File: config.mk
export PLATFORM = sky130hd
export DESIGN_NAME = ucip_core
export DESIGN_NICKNAME = d
export VERILOG_FILES = /design/src/ucip_pkg.sv /design/src/ucip_core.sv
export SDC_FILE = /design/constraint.sdc
export NUM_CORES = 1
export LEC_CHECK = 0
export BUFFER_PORTS_ARGS = -buffer_cell sky130_fd_sc_hd__buf_4
export CAP_MARGIN = 25
export CORE_ASPECT_RATIO = 2
export CORE_MARGIN = 8
export CORE_UTILIZATION = 48
export CTS_CLUSTER_DIAMETER = 30
export DETAILED_ROUTE_END_ITERATION = 7
export PLACE_DENSITY = 0.71
export SKIP_LAST_GASP = 1
export SLEW_MARGIN = 20
export SYNTH_ARGS = -nofsm -noshare
export SYNTH_HDL_FRONTEND = slang
export SYNTH_SLANG_ARGS = --single-unit
File: constraint.sdc
create_clock -name pclk -period 3.56 [get_ports pclk]
set_clock_uncertainty 0.1 [all_clocks]
set_input_delay 0.712 -clock pclk [delete_from_list [all_inputs] [get_ports pclk]]
set_output_delay 0.712 -clock pclk [all_outputs]
set_load 0.005 [all_outputs]
File: src/ucip_pkg.sv
// Constants, types and helper functions for the serial port control slice
package ucip_pkg;

    // ==========================================================
    // Register offsets (byte addresses on the APB)
    localparam int ADDR_W = 12;
    localparam logic [11:0] OFF_DATA = 12'h000;
    localparam logic [11:0] OFF_FLAGS = 12'h018;
    localparam logic [11:0] OFF_LINE_CTRL = 12'h02c;
    localparam logic [11:0] OFF_CTRL = 12'h030;
    localparam logic [11:0] OFF_TRIG = 12'h034;
    localparam logic [11:0] OFF_MASK = 12'h038;
    localparam logic [11:0] OFF_RAW = 12'h03c;
    localparam logic [11:0] OFF_MIS = 12'h040;
    localparam logic [11:0] OFF_ICR = 12'h044;

    // ==========================================================
    // Field positions and reset values
    localparam int LC_BREAK_BIT = 0;
    localparam int LC_PARITY_ON_BIT = 1;
    localparam int LC_EVEN_BIT = 2;
    localparam logic [2:0] LC_RESET = 3'h0;
    localparam int CTL_PORT_ON_BIT = 0;
    localparam int CTL_LOOP_BIT = 7;
    localparam int CTL_TX_ON_BIT = 8;
    localparam int CTL_RX_ON_BIT = 9;
    localparam logic [9:0] CTL_WMASK = 10'h381;
    localparam logic [9:0] CTL_RESET = 10'h300;
    localparam int TRIG_TX_LSB = 0;
    localparam int TRIG_RX_LSB = 3;
    localparam logic [5:0] TRIG_RESET = 6'h12;
    localparam int IRQ_LSB = 4;
    localparam int IRQ_RX = 0;
    localparam int IRQ_TX = 1;
    localparam int IRQ_RT = 2;
    localparam int IRQ_FE = 3;
    localparam int IRQ_PE = 4;
    localparam int IRQ_BE = 5;
    localparam int IRQ_OE = 6;
    localparam logic [6:0] IRQ_RESET = 7'h00;
    localparam int FLG_BUSY = 3;
    localparam int FLG_RX_EMPTY = 4;
    localparam int FLG_TX_FULL = 5;
    localparam int FLG_RX_FULL = 6;
    localparam int FLG_TX_EMPTY = 7;

    // ==========================================================
    // Timing: one bit period in pclk cycles
    localparam int CLK_HZ = 25_000_000;
    localparam int BAUD_RATE = 115_200;
    localparam logic [11:0] BIT_CYCLES = 12'(CLK_HZ / BAUD_RATE);
    localparam logic [11:0] HALF_BIT = 12'(CLK_HZ / BAUD_RATE / 2);
    localparam logic [3:0] DATA_BITS = 4'h8;
    localparam logic [7:0] BYTE_ZERO = 8'h00;

    // ==========================================================
    // Frame state machines
    typedef enum logic [2:0] {TX_IDLE, TX_START, TX_DATA, TX_PARITY, TX_STOP} ucip_tx_state_t;
    typedef enum logic [2:0] {RX_IDLE, RX_START, RX_DATA, RX_PARITY, RX_STOP} ucip_rx_state_t;

    // Parity bit that makes data plus parity even or odd
    function automatic logic ucip_parity(input logic [7:0] data, input logic even);
        ucip_parity = even ? (^data) : ~(^data);
    endfunction

    // Trigger point for a 16-deep FIFO: {valid, level}; reserved codes are invalid
    function automatic logic [5:0] ucip_trig_point(input logic [2:0] code);
        case (code)
            3'h0: ucip_trig_point = 6'h22;
            3'h1: ucip_trig_point = 6'h24;
            3'h2: ucip_trig_point = 6'h28;
            3'h3: ucip_trig_point = 6'h2c;
            3'h4: ucip_trig_point = 6'h2e;
            default: ucip_trig_point = 6'h00;
        endcase
    endfunction

endpackage

File: src/ucip_core.sv
// Serial port control, parity, break and interrupt status slice with APB access
`timescale 1ns/1ps
`default_nettype none

module ucip_core (
    // APB clock and reset
    input wire logic pclk,
    input wire logic presetn,
    // APB slave
    input wire logic [11:0] paddr,
    input wire logic psel,
    input wire logic penable,
    input wire logic pwrite,
    input wire logic [31:0] pwdata,
    output logic [31:0] prdata,
    output logic pready,
    output logic pslverr,
    // Serial pins
    output logic serial_tx_pin,
    input wire logic serial_rx_pin,
    // Fill levels and timeout event from the surrounding FIFO logic
    input wire logic [4:0] tx_fifo_level,
    input wire logic [4:0] rx_fifo_level,
    input wire logic rx_timeout_pulse,
    // Masked interrupt lines towards the interrupt controller, bits 10..4
    output logic [6:0] irq_lines
);

    // ==========================================================
    // Register state
    logic [2:0] line_ctrl_reg, line_ctrl_next;
    logic [9:0] ctrl_reg, ctrl_next;
    logic [5:0] trig_reg, trig_next;
    logic [6:0] mask_reg, mask_next;
    logic [6:0] raw_reg, raw_next;
    logic [7:0] tx_hold_reg, tx_hold_next;
    logic tx_full_reg, tx_full_next;
    logic [7:0] rx_data_reg, rx_data_next;
    logic rx_full_reg, rx_full_next;
    logic [4:0] tx_lvl_reg, rx_lvl_reg;
    logic [31:0] prdata_reg, prdata_next;
    logic pslverr_reg, pslverr_next;

    // Transmitter state
    ucip_pkg::ucip_tx_state_t tx_state_reg, tx_state_next;
    logic [11:0] tx_cnt_reg, tx_cnt_next;
    logic [3:0] tx_bit_reg, tx_bit_next;
    logic [7:0] tx_shift_reg, tx_shift_next;
    logic tx_line_reg, tx_line_next;

    // Receiver state
    ucip_pkg::ucip_rx_state_t rx_state_reg, rx_state_next;
    logic [11:0] rx_cnt_reg, rx_cnt_next;
    logic [3:0] rx_bit_reg, rx_bit_next;
    logic [7:0] rx_shift_reg, rx_shift_next;
    logic rx_perr_reg, rx_perr_next;
    logic rx_meta_reg, rx_sync_reg;

    // Decoded controls and events
    logic wr_en, rd_setup, rd_data_access;
    logic port_on, tx_section_on, rx_section_on, loopback_on;
    logic parity_on, even_parity_select, send_break_bit;
    logic rx_line;
    logic [6:0] set_evt, clr_evt;
    logic rx_done, rx_ferr, rx_brk;
    logic [5:0] rx_pt, tx_pt;

    assign wr_en = psel & penable & pwrite;
    assign rd_setup = psel & ~penable & ~pwrite;
    assign rd_data_access = psel & penable & ~pwrite & (paddr == ucip_pkg::OFF_DATA);
    assign port_on = ctrl_reg[ucip_pkg::CTL_PORT_ON_BIT];
    assign tx_section_on = ctrl_reg[ucip_pkg::CTL_TX_ON_BIT];
    assign rx_section_on = ctrl_reg[ucip_pkg::CTL_RX_ON_BIT];
    assign loopback_on = ctrl_reg[ucip_pkg::CTL_LOOP_BIT];
    assign parity_on = line_ctrl_reg[ucip_pkg::LC_PARITY_ON_BIT];
    assign even_parity_select = line_ctrl_reg[ucip_pkg::LC_EVEN_BIT];
    assign send_break_bit = line_ctrl_reg[ucip_pkg::LC_BREAK_BIT];

    // Zero wait states; read data and error are prepared in the setup cycle
    assign pready = 1'b1;
    assign prdata = prdata_reg;
    assign pslverr = pslverr_reg;

    // Pin is held idle high during loopback so the far end sees nothing
    assign serial_tx_pin = loopback_on ? 1'b1 : tx_line_reg;
    assign rx_line = loopback_on ? tx_line_reg : rx_sync_reg;
    assign irq_lines = raw_reg & mask_reg;

    // ==========================================================
    // Pin synchroniser: the first stage feeds only the second
    always_ff @(posedge pclk or negedge presetn) begin
        if (!presetn) begin
            rx_meta_reg <= 1'b1;
            rx_sync_reg <= 1'b1;
        end else begin
            rx_meta_reg <= serial_rx_pin;
            rx_sync_reg <= rx_meta_reg;
        end
    end

    // ==========================================================
    // Register file, read mux and interrupt status
    always_comb begin
        line_ctrl_next = line_ctrl_reg;
        ctrl_next = ctrl_reg;
        trig_next = trig_reg;
        mask_next = mask_reg;
        tx_hold_next = tx_hold_reg;
        tx_full_next = tx_full_reg;
        rx_data_next = rx_data_reg;
        rx_full_next = rx_full_reg;
        prdata_next = prdata_reg;
        pslverr_next = 1'b0;
        clr_evt = 7'h00;
        rx_pt = ucip_pkg::ucip_trig_point(trig_reg[ucip_pkg::TRIG_RX_LSB +: 3]);
        tx_pt = ucip_pkg::ucip_trig_point(trig_reg[ucip_pkg::TRIG_TX_LSB +: 3]);
        // Events that hardware raises
        set_evt = 7'h00;
        set_evt[ucip_pkg::IRQ_RX] = rx_pt[5] && (rx_lvl_reg < rx_pt[4:0])
            && (rx_fifo_level >= rx_pt[4:0]);
        set_evt[ucip_pkg::IRQ_TX] = tx_pt[5] && (tx_lvl_reg > tx_pt[4:0])
            && (tx_fifo_level <= tx_pt[4:0]);
        set_evt[ucip_pkg::IRQ_RT] = rx_timeout_pulse;
        set_evt[ucip_pkg::IRQ_FE] = rx_done & rx_ferr;
        set_evt[ucip_pkg::IRQ_PE] = rx_done & rx_perr_reg;
        set_evt[ucip_pkg::IRQ_BE] = rx_done & rx_brk;
        set_evt[ucip_pkg::IRQ_OE] = rx_done & rx_full_reg & ~rd_data_access;
        if (wr_en) begin
            case (paddr)
                ucip_pkg::OFF_DATA: begin
                    tx_hold_next = pwdata[7:0];
                    tx_full_next = 1'b1;
                end
                ucip_pkg::OFF_LINE_CTRL: line_ctrl_next = pwdata[2:0];
                ucip_pkg::OFF_CTRL: ctrl_next = pwdata[9:0] & ucip_pkg::CTL_WMASK;
                ucip_pkg::OFF_TRIG: trig_next = pwdata[5:0];
                ucip_pkg::OFF_MASK: mask_next = pwdata[10:4];
                ucip_pkg::OFF_ICR: clr_evt = pwdata[10:4];
                default: ; // Raw, masked and flags ignore writes
            endcase
        end
        // A character completing in the read cycle is kept, not lost
        if (rd_data_access) begin
            rx_full_next = 1'b0;
        end
        if (rx_done) begin
            rx_data_next = rx_shift_reg;
            rx_full_next = 1'b1;
        end
        if (tx_state_reg == ucip_pkg::TX_IDLE && tx_state_next == ucip_pkg::TX_START) begin
            tx_full_next = 1'b0;
        end
        // Set wins over a clear in the same cycle
        raw_next = (raw_reg & ~clr_evt) | set_evt;
        if (rd_setup) begin
            prdata_next = 32'h0000_0000;
            case (paddr)
                ucip_pkg::OFF_DATA: prdata_next[7:0] = rx_data_reg;
                ucip_pkg::OFF_FLAGS: begin
                    prdata_next[ucip_pkg::FLG_BUSY] = tx_full_reg
                        | (tx_state_reg != ucip_pkg::TX_IDLE);
                    prdata_next[ucip_pkg::FLG_RX_EMPTY] = ~rx_full_reg;
                    prdata_next[ucip_pkg::FLG_TX_FULL] = tx_full_reg;
                    prdata_next[ucip_pkg::FLG_RX_FULL] = rx_full_reg;
                    prdata_next[ucip_pkg::FLG_TX_EMPTY] = ~tx_full_reg;
                end
                ucip_pkg::OFF_LINE_CTRL: prdata_next[2:0] = line_ctrl_reg;
                ucip_pkg::OFF_CTRL: prdata_next[9:0] = ctrl_reg;
                ucip_pkg::OFF_TRIG: prdata_next[5:0] = trig_reg;
                ucip_pkg::OFF_MASK: prdata_next[10:4] = mask_reg;
                ucip_pkg::OFF_RAW: prdata_next[10:4] = raw_reg;
                ucip_pkg::OFF_MIS: prdata_next[10:4] = raw_reg & mask_reg;
                ucip_pkg::OFF_ICR: ;
                default: pslverr_next = 1'b1;
            endcase
        end else if (psel & ~penable) begin
            pslverr_next = !(paddr == ucip_pkg::OFF_DATA || paddr == ucip_pkg::OFF_FLAGS
                || (paddr >= ucip_pkg::OFF_LINE_CTRL && paddr <= ucip_pkg::OFF_ICR
                && paddr[1:0] == 2'b00));
        end else if (psel) begin
            pslverr_next = pslverr_reg;
        end
    end

    always_ff @(posedge pclk or negedge presetn) begin
        if (!presetn) begin
            line_ctrl_reg <= ucip_pkg::LC_RESET;
            ctrl_reg <= ucip_pkg::CTL_RESET;
            trig_reg <= ucip_pkg::TRIG_RESET;
            mask_reg <= ucip_pkg::IRQ_RESET;
            raw_reg <= ucip_pkg::IRQ_RESET;
            tx_hold_reg <= 8'h00;
            tx_full_reg <= 1'b0;
            rx_data_reg <= 8'h00;
            rx_full_reg <= 1'b0;
            tx_lvl_reg <= 5'h00;
            rx_lvl_reg <= 5'h00;
            prdata_reg <= 32'h0000_0000;
            pslverr_reg <= 1'b0;
        end else begin
            line_ctrl_reg <= line_ctrl_next;
            ctrl_reg <= ctrl_next;
            trig_reg <= trig_next;
            mask_reg <= mask_next;
            raw_reg <= raw_next;
            tx_hold_reg <= tx_hold_next;
            tx_full_reg <= tx_full_next;
            rx_data_reg <= rx_data_next;
            rx_full_reg <= rx_full_next;
            tx_lvl_reg <= tx_fifo_level;
            rx_lvl_reg <= rx_fifo_level;
            prdata_reg <= prdata_next;
            pslverr_reg <= pslverr_next;
        end
    end

    // ==========================================================
    // Transmitter: each bit on the line lasts one bit period
    always_comb begin
        tx_state_next = tx_state_reg;
        tx_cnt_next = tx_cnt_reg;
        tx_bit_next = tx_bit_reg;
        tx_shift_next = tx_shift_reg;
        tx_line_next = tx_line_reg;
        if (tx_state_reg != ucip_pkg::TX_IDLE && tx_cnt_reg != 12'h000) begin
            tx_cnt_next = tx_cnt_reg - 12'h001;
        end else begin
            tx_cnt_next = ucip_pkg::BIT_CYCLES - 12'h001;
            case (tx_state_reg)
                ucip_pkg::TX_IDLE: begin
                    // Enables are looked at only between characters
                    if (send_break_bit) begin
                        tx_line_next = 1'b0;
                    end else if (port_on && tx_section_on && tx_full_reg) begin
                        tx_state_next = ucip_pkg::TX_START;
                        tx_shift_next = tx_hold_reg;
                        tx_line_next = 1'b0;
                    end else begin
                        tx_line_next = 1'b1;
                    end
                end
                ucip_pkg::TX_START: begin
                    tx_state_next = ucip_pkg::TX_DATA;
                    tx_bit_next = 4'h1;
                    tx_line_next = tx_shift_reg[0];
                end
                ucip_pkg::TX_DATA: begin
                    if (tx_bit_reg == ucip_pkg::DATA_BITS) begin
                        if (parity_on) begin
                            tx_state_next = ucip_pkg::TX_PARITY;
                            tx_line_next = ucip_pkg::ucip_parity(tx_hold_data(tx_shift_reg),
                                even_parity_select);
                        end else begin
                            tx_state_next = ucip_pkg::TX_STOP;
                            tx_line_next = 1'b1;
                        end
                    end else begin
                        tx_bit_next = tx_bit_reg + 4'h1;
                        tx_line_next = tx_shift_reg[tx_bit_reg[2:0]];
                    end
                end
                ucip_pkg::TX_PARITY: begin
                    tx_state_next = ucip_pkg::TX_STOP;
                    tx_line_next = 1'b1;
                end
                ucip_pkg::TX_STOP: begin
                    tx_state_next = ucip_pkg::TX_IDLE;
                    tx_line_next = ~send_break_bit;
                    tx_cnt_next = 12'h000;
                end
                default: tx_state_next = ucip_pkg::TX_IDLE;
            endcase
        end
    end

    // Shift register is not consumed, so the byte is its own parity source
    function automatic logic [7:0] tx_hold_data(input logic [7:0] shift);
        tx_hold_data = shift;
    endfunction

    always_ff @(posedge pclk or negedge presetn) begin
        if (!presetn) begin
            tx_state_reg <= ucip_pkg::TX_IDLE;
            tx_cnt_reg <= 12'h000;
            tx_bit_reg <= 4'h0;
            tx_shift_reg <= 8'h00;
            tx_line_reg <= 1'b1;
        end else begin
            tx_state_reg <= tx_state_next;
            tx_cnt_reg <= tx_cnt_next;
            tx_bit_reg <= tx_bit_next;
            tx_shift_reg <= tx_shift_next;
            tx_line_reg <= tx_line_next;
        end
    end

    // ==========================================================
    // Receiver: start bit checked at mid-bit, then samples every bit period
    always_comb begin
        rx_state_next = rx_state_reg;
        rx_cnt_next = rx_cnt_reg;
        rx_bit_next = rx_bit_reg;
        rx_shift_next = rx_shift_reg;
        rx_perr_next = rx_perr_reg;
        rx_done = 1'b0;
        rx_ferr = 1'b0;
        rx_brk = 1'b0;
        if (rx_state_reg != ucip_pkg::RX_IDLE && rx_cnt_reg != 12'h000) begin
            rx_cnt_next = rx_cnt_reg - 12'h001;
        end else begin
            rx_cnt_next = ucip_pkg::BIT_CYCLES - 12'h001;
            case (rx_state_reg)
                ucip_pkg::RX_IDLE: begin
                    rx_cnt_next = ucip_pkg::HALF_BIT - 12'h001;
                    if (port_on && rx_section_on && !rx_line) begin
                        rx_state_next = ucip_pkg::RX_START;
                        rx_perr_next = 1'b0;
                    end
                end
                ucip_pkg::RX_START: begin
                    // A glitch shorter than half a bit is dropped
                    rx_state_next = rx_line ? ucip_pkg::RX_IDLE : ucip_pkg::RX_DATA;
                    rx_bit_next = 4'h0;
                end
                ucip_pkg::RX_DATA: begin
                    rx_shift_next = {rx_line, rx_shift_reg[7:1]};
                    rx_bit_next = rx_bit_reg + 4'h1;
                    if (rx_bit_reg == ucip_pkg::DATA_BITS - 4'h1) begin
                        rx_state_next = parity_on ? ucip_pkg::RX_PARITY
                            : ucip_pkg::RX_STOP;
                    end
                end
                ucip_pkg::RX_PARITY: begin
                    rx_state_next = ucip_pkg::RX_STOP;
                    rx_perr_next = rx_line != ucip_pkg::ucip_parity(rx_shift_reg,
                        even_parity_select);
                end
                ucip_pkg::RX_STOP: begin
                    rx_state_next = ucip_pkg::RX_IDLE;
                    rx_cnt_next = 12'h000;
                    rx_done = 1'b1;
                    rx_ferr = ~rx_line;
                    rx_brk = ~rx_line && rx_shift_reg == ucip_pkg::BYTE_ZERO
                        && (!parity_on || rx_perr_reg == ucip_pkg::ucip_parity(
                        ucip_pkg::BYTE_ZERO, ~even_parity_select));
                end
                default: rx_state_next = ucip_pkg::RX_IDLE;
            endcase
        end
    end

    always_ff @(posedge pclk or negedge presetn) begin
        if (!presetn) begin
            rx_state_reg <= ucip_pkg::RX_IDLE;
            rx_cnt_reg <= 12'h000;
            rx_bit_reg <= 4'h0;
            rx_shift_reg <= 8'h00;
            rx_perr_reg <= 1'b0;
        end else begin
            rx_state_reg <= rx_state_next;
            rx_cnt_reg <= rx_cnt_next;
            rx_bit_reg <= rx_bit_next;
            rx_shift_reg <= rx_shift_next;
            rx_perr_reg <= rx_perr_next;
        end
    end

endmodule

`default_nettype wire

==> flow_summary.yaml <==
global_route:
  grt_pass1_vias: 5838
  grt_usage_pct: 20.7
  antenna_found_initial: 0
  grt.overflow.total: 0
  grt_max_degree: 71
  grt_pass1_wl_mm: 29.4
floorplanning:
  start_util_pct: 48.6
  dieWidth_um: 99.6
  core_um2: 13800
  io_pins: 103
  num_rows: 61
  dieHeight_um: 183
  die-area_um2: 18300
sta:
  tightest_slew_ps: 735
  fin_ws_ps: 709
  period_needed_ps: 2850
  max_freq_mhz: 351
  slew_violations: 0
  relSlewSlack_pct: 51.0
  finalSetupTns_ps: 0
  finalSetupViolations: 0
  fin_crit_sh_pct: 80.1
  finalHoldViolations: 0
  rsz0062_at_grt: "no"
synth:
  yosysUniqueCellTypes: 75
  synth_top_family_by_area: "simple AND/OR/NAND/NOR gates"
  synthAdderAreaFrac_pct: 4.40
  synth_edf_count: 0
  yosysTopAreaCell: "dfrtp_1"
  synth.avg_cell_area_um2: 9.96
  synth_area_um2: 6710
  synth_xor_area_share_pct: 4.06
  syn_inst: 674
  synth.yosys.warnings: 0
  ys_ff_latch: 124
  synth-seq-area-share_pct: 46.4
  ys_top_cells_by_area: "dfrtp_1 44%, mux2_2 5.4%, nand2_1 4.1%, ha_1 4.1%, nor2_1 3.1%"
  async_flop_share_pct: 100
  synth_ff_type: "dfrtp_1"
  synth_top_area_share_pct: 43.6
  synth_mux_area_share_pct: 8.13
  synth-simple-area-share_pct: 17.7
  synth_compound_area_share_pct: 13.3
pwr:
  switching_power_mw: 0.711
  power_leakage_nw: 3.50
  vdd_drop_max_v: 0.000364
  p_sw_share_pct: 21.3
  power_density_nw_per_um2: 425
  internal_power_mw: 2.64
  power_frac_seq_pct: 43.1
  pwr-share-comb_pct: 5.1
  p_clk_share_pct: 51.7
clock_network:
  clock_path_buffers: 2
  hold_buffers: 0
  cts_num_sinks: 124
  cts_root_buf: "clkbuf_16"
  insertion_delay_ps: 400
  post_cts_buffers: 0
  cts_resized: 0
  cts_buffers: 17
  cts_htree_levels: 4
  cts_tree: "built"
  path_clk_slew_ps: 50
route:
  via_count: 5390
  drc: 0
  drt_iter0_markers: 356
  vias_per_cell: 5.74
  avgRoutedWirePerCell_um: 19.6
  ant_nets: 0
  wl_mm: 18.4
  drtPass1Iterations: 6
finish:
  finish.utilization_pct: 57.0
  final_common_cell: "dfrtp_1"
  multi_input_area_um2: 3280
  num_antenna_cells: 0
  register_area_um2: 3110
  final_cells: 939
  layout_common_cells: "117 x dfrtp_1, 74 x nand2_1, 68 x buf_4"
  drive_above_1_share_pct: 19.7
  final_net_count: 820
  syn_to_final_growth_pct: 17.2
  fillers: 1186
setup_path:
  cp_max_fo: 15
  cp-end-kind: "flop"
  worst_ep_required_time_ps: 3750
  worstSetupPathType: "reg2reg"
  rrSetupSlack_ps: 710
  start_kind: "flop"
  cp_data_arrival_time_ps: 3040
placed_design:
  pre_cts_ws_ps: 624
  gp_congestion: 0.940
  post-place-cells: 907
  dpl.hpwl_mm: 13.9
  port_buffers: 59
worst_hold_path:
  hold_class: "reg2reg"
job:
  maxCapViolCount: 0
status:
  status: "finished, final reports clean"
-- routing by layer --
layer	up-vias	track usage [%]	share of wire, %
met5	-	0	0
met4	0	13.5	5.3
met3	53	4.60	3.7
met2	170	40.4	59
met1	2686	18.0	33
li1	2481	-	-
-- cell families (layout without fill, tap and decap cells) --
family                     count (synthesis)  count (layout)
xor gates and xnor gates                  28              28
adders and majority gates                 24              24
DFF                                      124             124
buffers and inverters                     78             134
muxes                                     48              48
and+or+nand+nor                          238             238
AOI/OAI and AO/OA                        132             132
other                                      2              22
-- final cells by class --
cell class / count / area share (%)
clock buffers: 24 / 5.99
multi-input cells: 492 / 41.6
clock inverters: 8 / 1.49
flip-flops and latches: 124 / 39.5
inverters: 33 / 1.57
repair buffers: 69 / 6.74
well taps: 189 / 3.01
-- power groups by stage --
stage / clock network, mW / logic, mW / registers (mW)
5_1_grt: 1.82 / 0.192 / 1.44
3_5_place_dp: 0 / 0.173 / 1.47
3_3_place_gp: 0 / 0.168 / 1.47
4_1_cts: 1.76 / 0.174 / 1.44
2_1_floorplan: 0 / 0.0774 / 1.46
6_report: 1.73 / 0.172 / 1.44
-- cells in the mapped netlist (3+ instances only) --
master and count:
o41ai_1 4, o21a_1 5, and2_1 9, xor2_1 5, dfrtp_1 117, nor4_1 7
nor2_1 55, or3_1 10, nor3_1 26, nand3_1 10, xnor2_1 21, a2bb2oi_1 3
a21oi_1 17, nand3b_1 4, a211oi_1 5, nand2_1 74, o21ai_0 40, dfstp_2 7
clkbuf_1 18, and3_1 3, or4_1 3, a31oi_1 5, o211ai_1 3, o31ai_1 7
or4_4 3, mux2_2 32, a22oi_1 5, a21o_1 5, a221oi_1 4, buf_4 24
o2bb2ai_1 5, a41oi_1 3, nor2b_1 4, ha_1 22, mux2i_1 14, inv_1 32
nand2b_1 11
-- critical path, stage by stage (launching register included) --
cell and delay [ps]:
dfrtp_1 410, or4_4 570, or3_1 430, or3_1 550
a211o_1 370, a221o_1 290
-- per-stage QoR --
stage	hold slack (ps)	instance area, um^2	power (mW)
after floorplan	245	6790	1.54
after global placement	251	7280	1.63
after detailed placement	252	7280	1.64
after CTS	260	7870	3.37
after global routing	264	7870	3.46
final	261	7870	3.35
-- worst paths after layout --
check / start / end / depth (start not counted)
worst max-delay path: rx_cnt_reg[4] / rx_bit_reg[1] / 5
worst min-delay path: rx_meta_reg / rx_sync_reg / 0
worst max register to register: rx_cnt_reg[4] / rx_bit_reg[1] / 5
worst min register to register: rx_meta_reg / rx_sync_reg / 0
max in group asynchronous: presetn / ctrl_reg[8] / 2
min in group asynchronous: presetn / tx_lvl_reg[2] / 1
No activity file was read; power rests on OpenSTA's default activity.
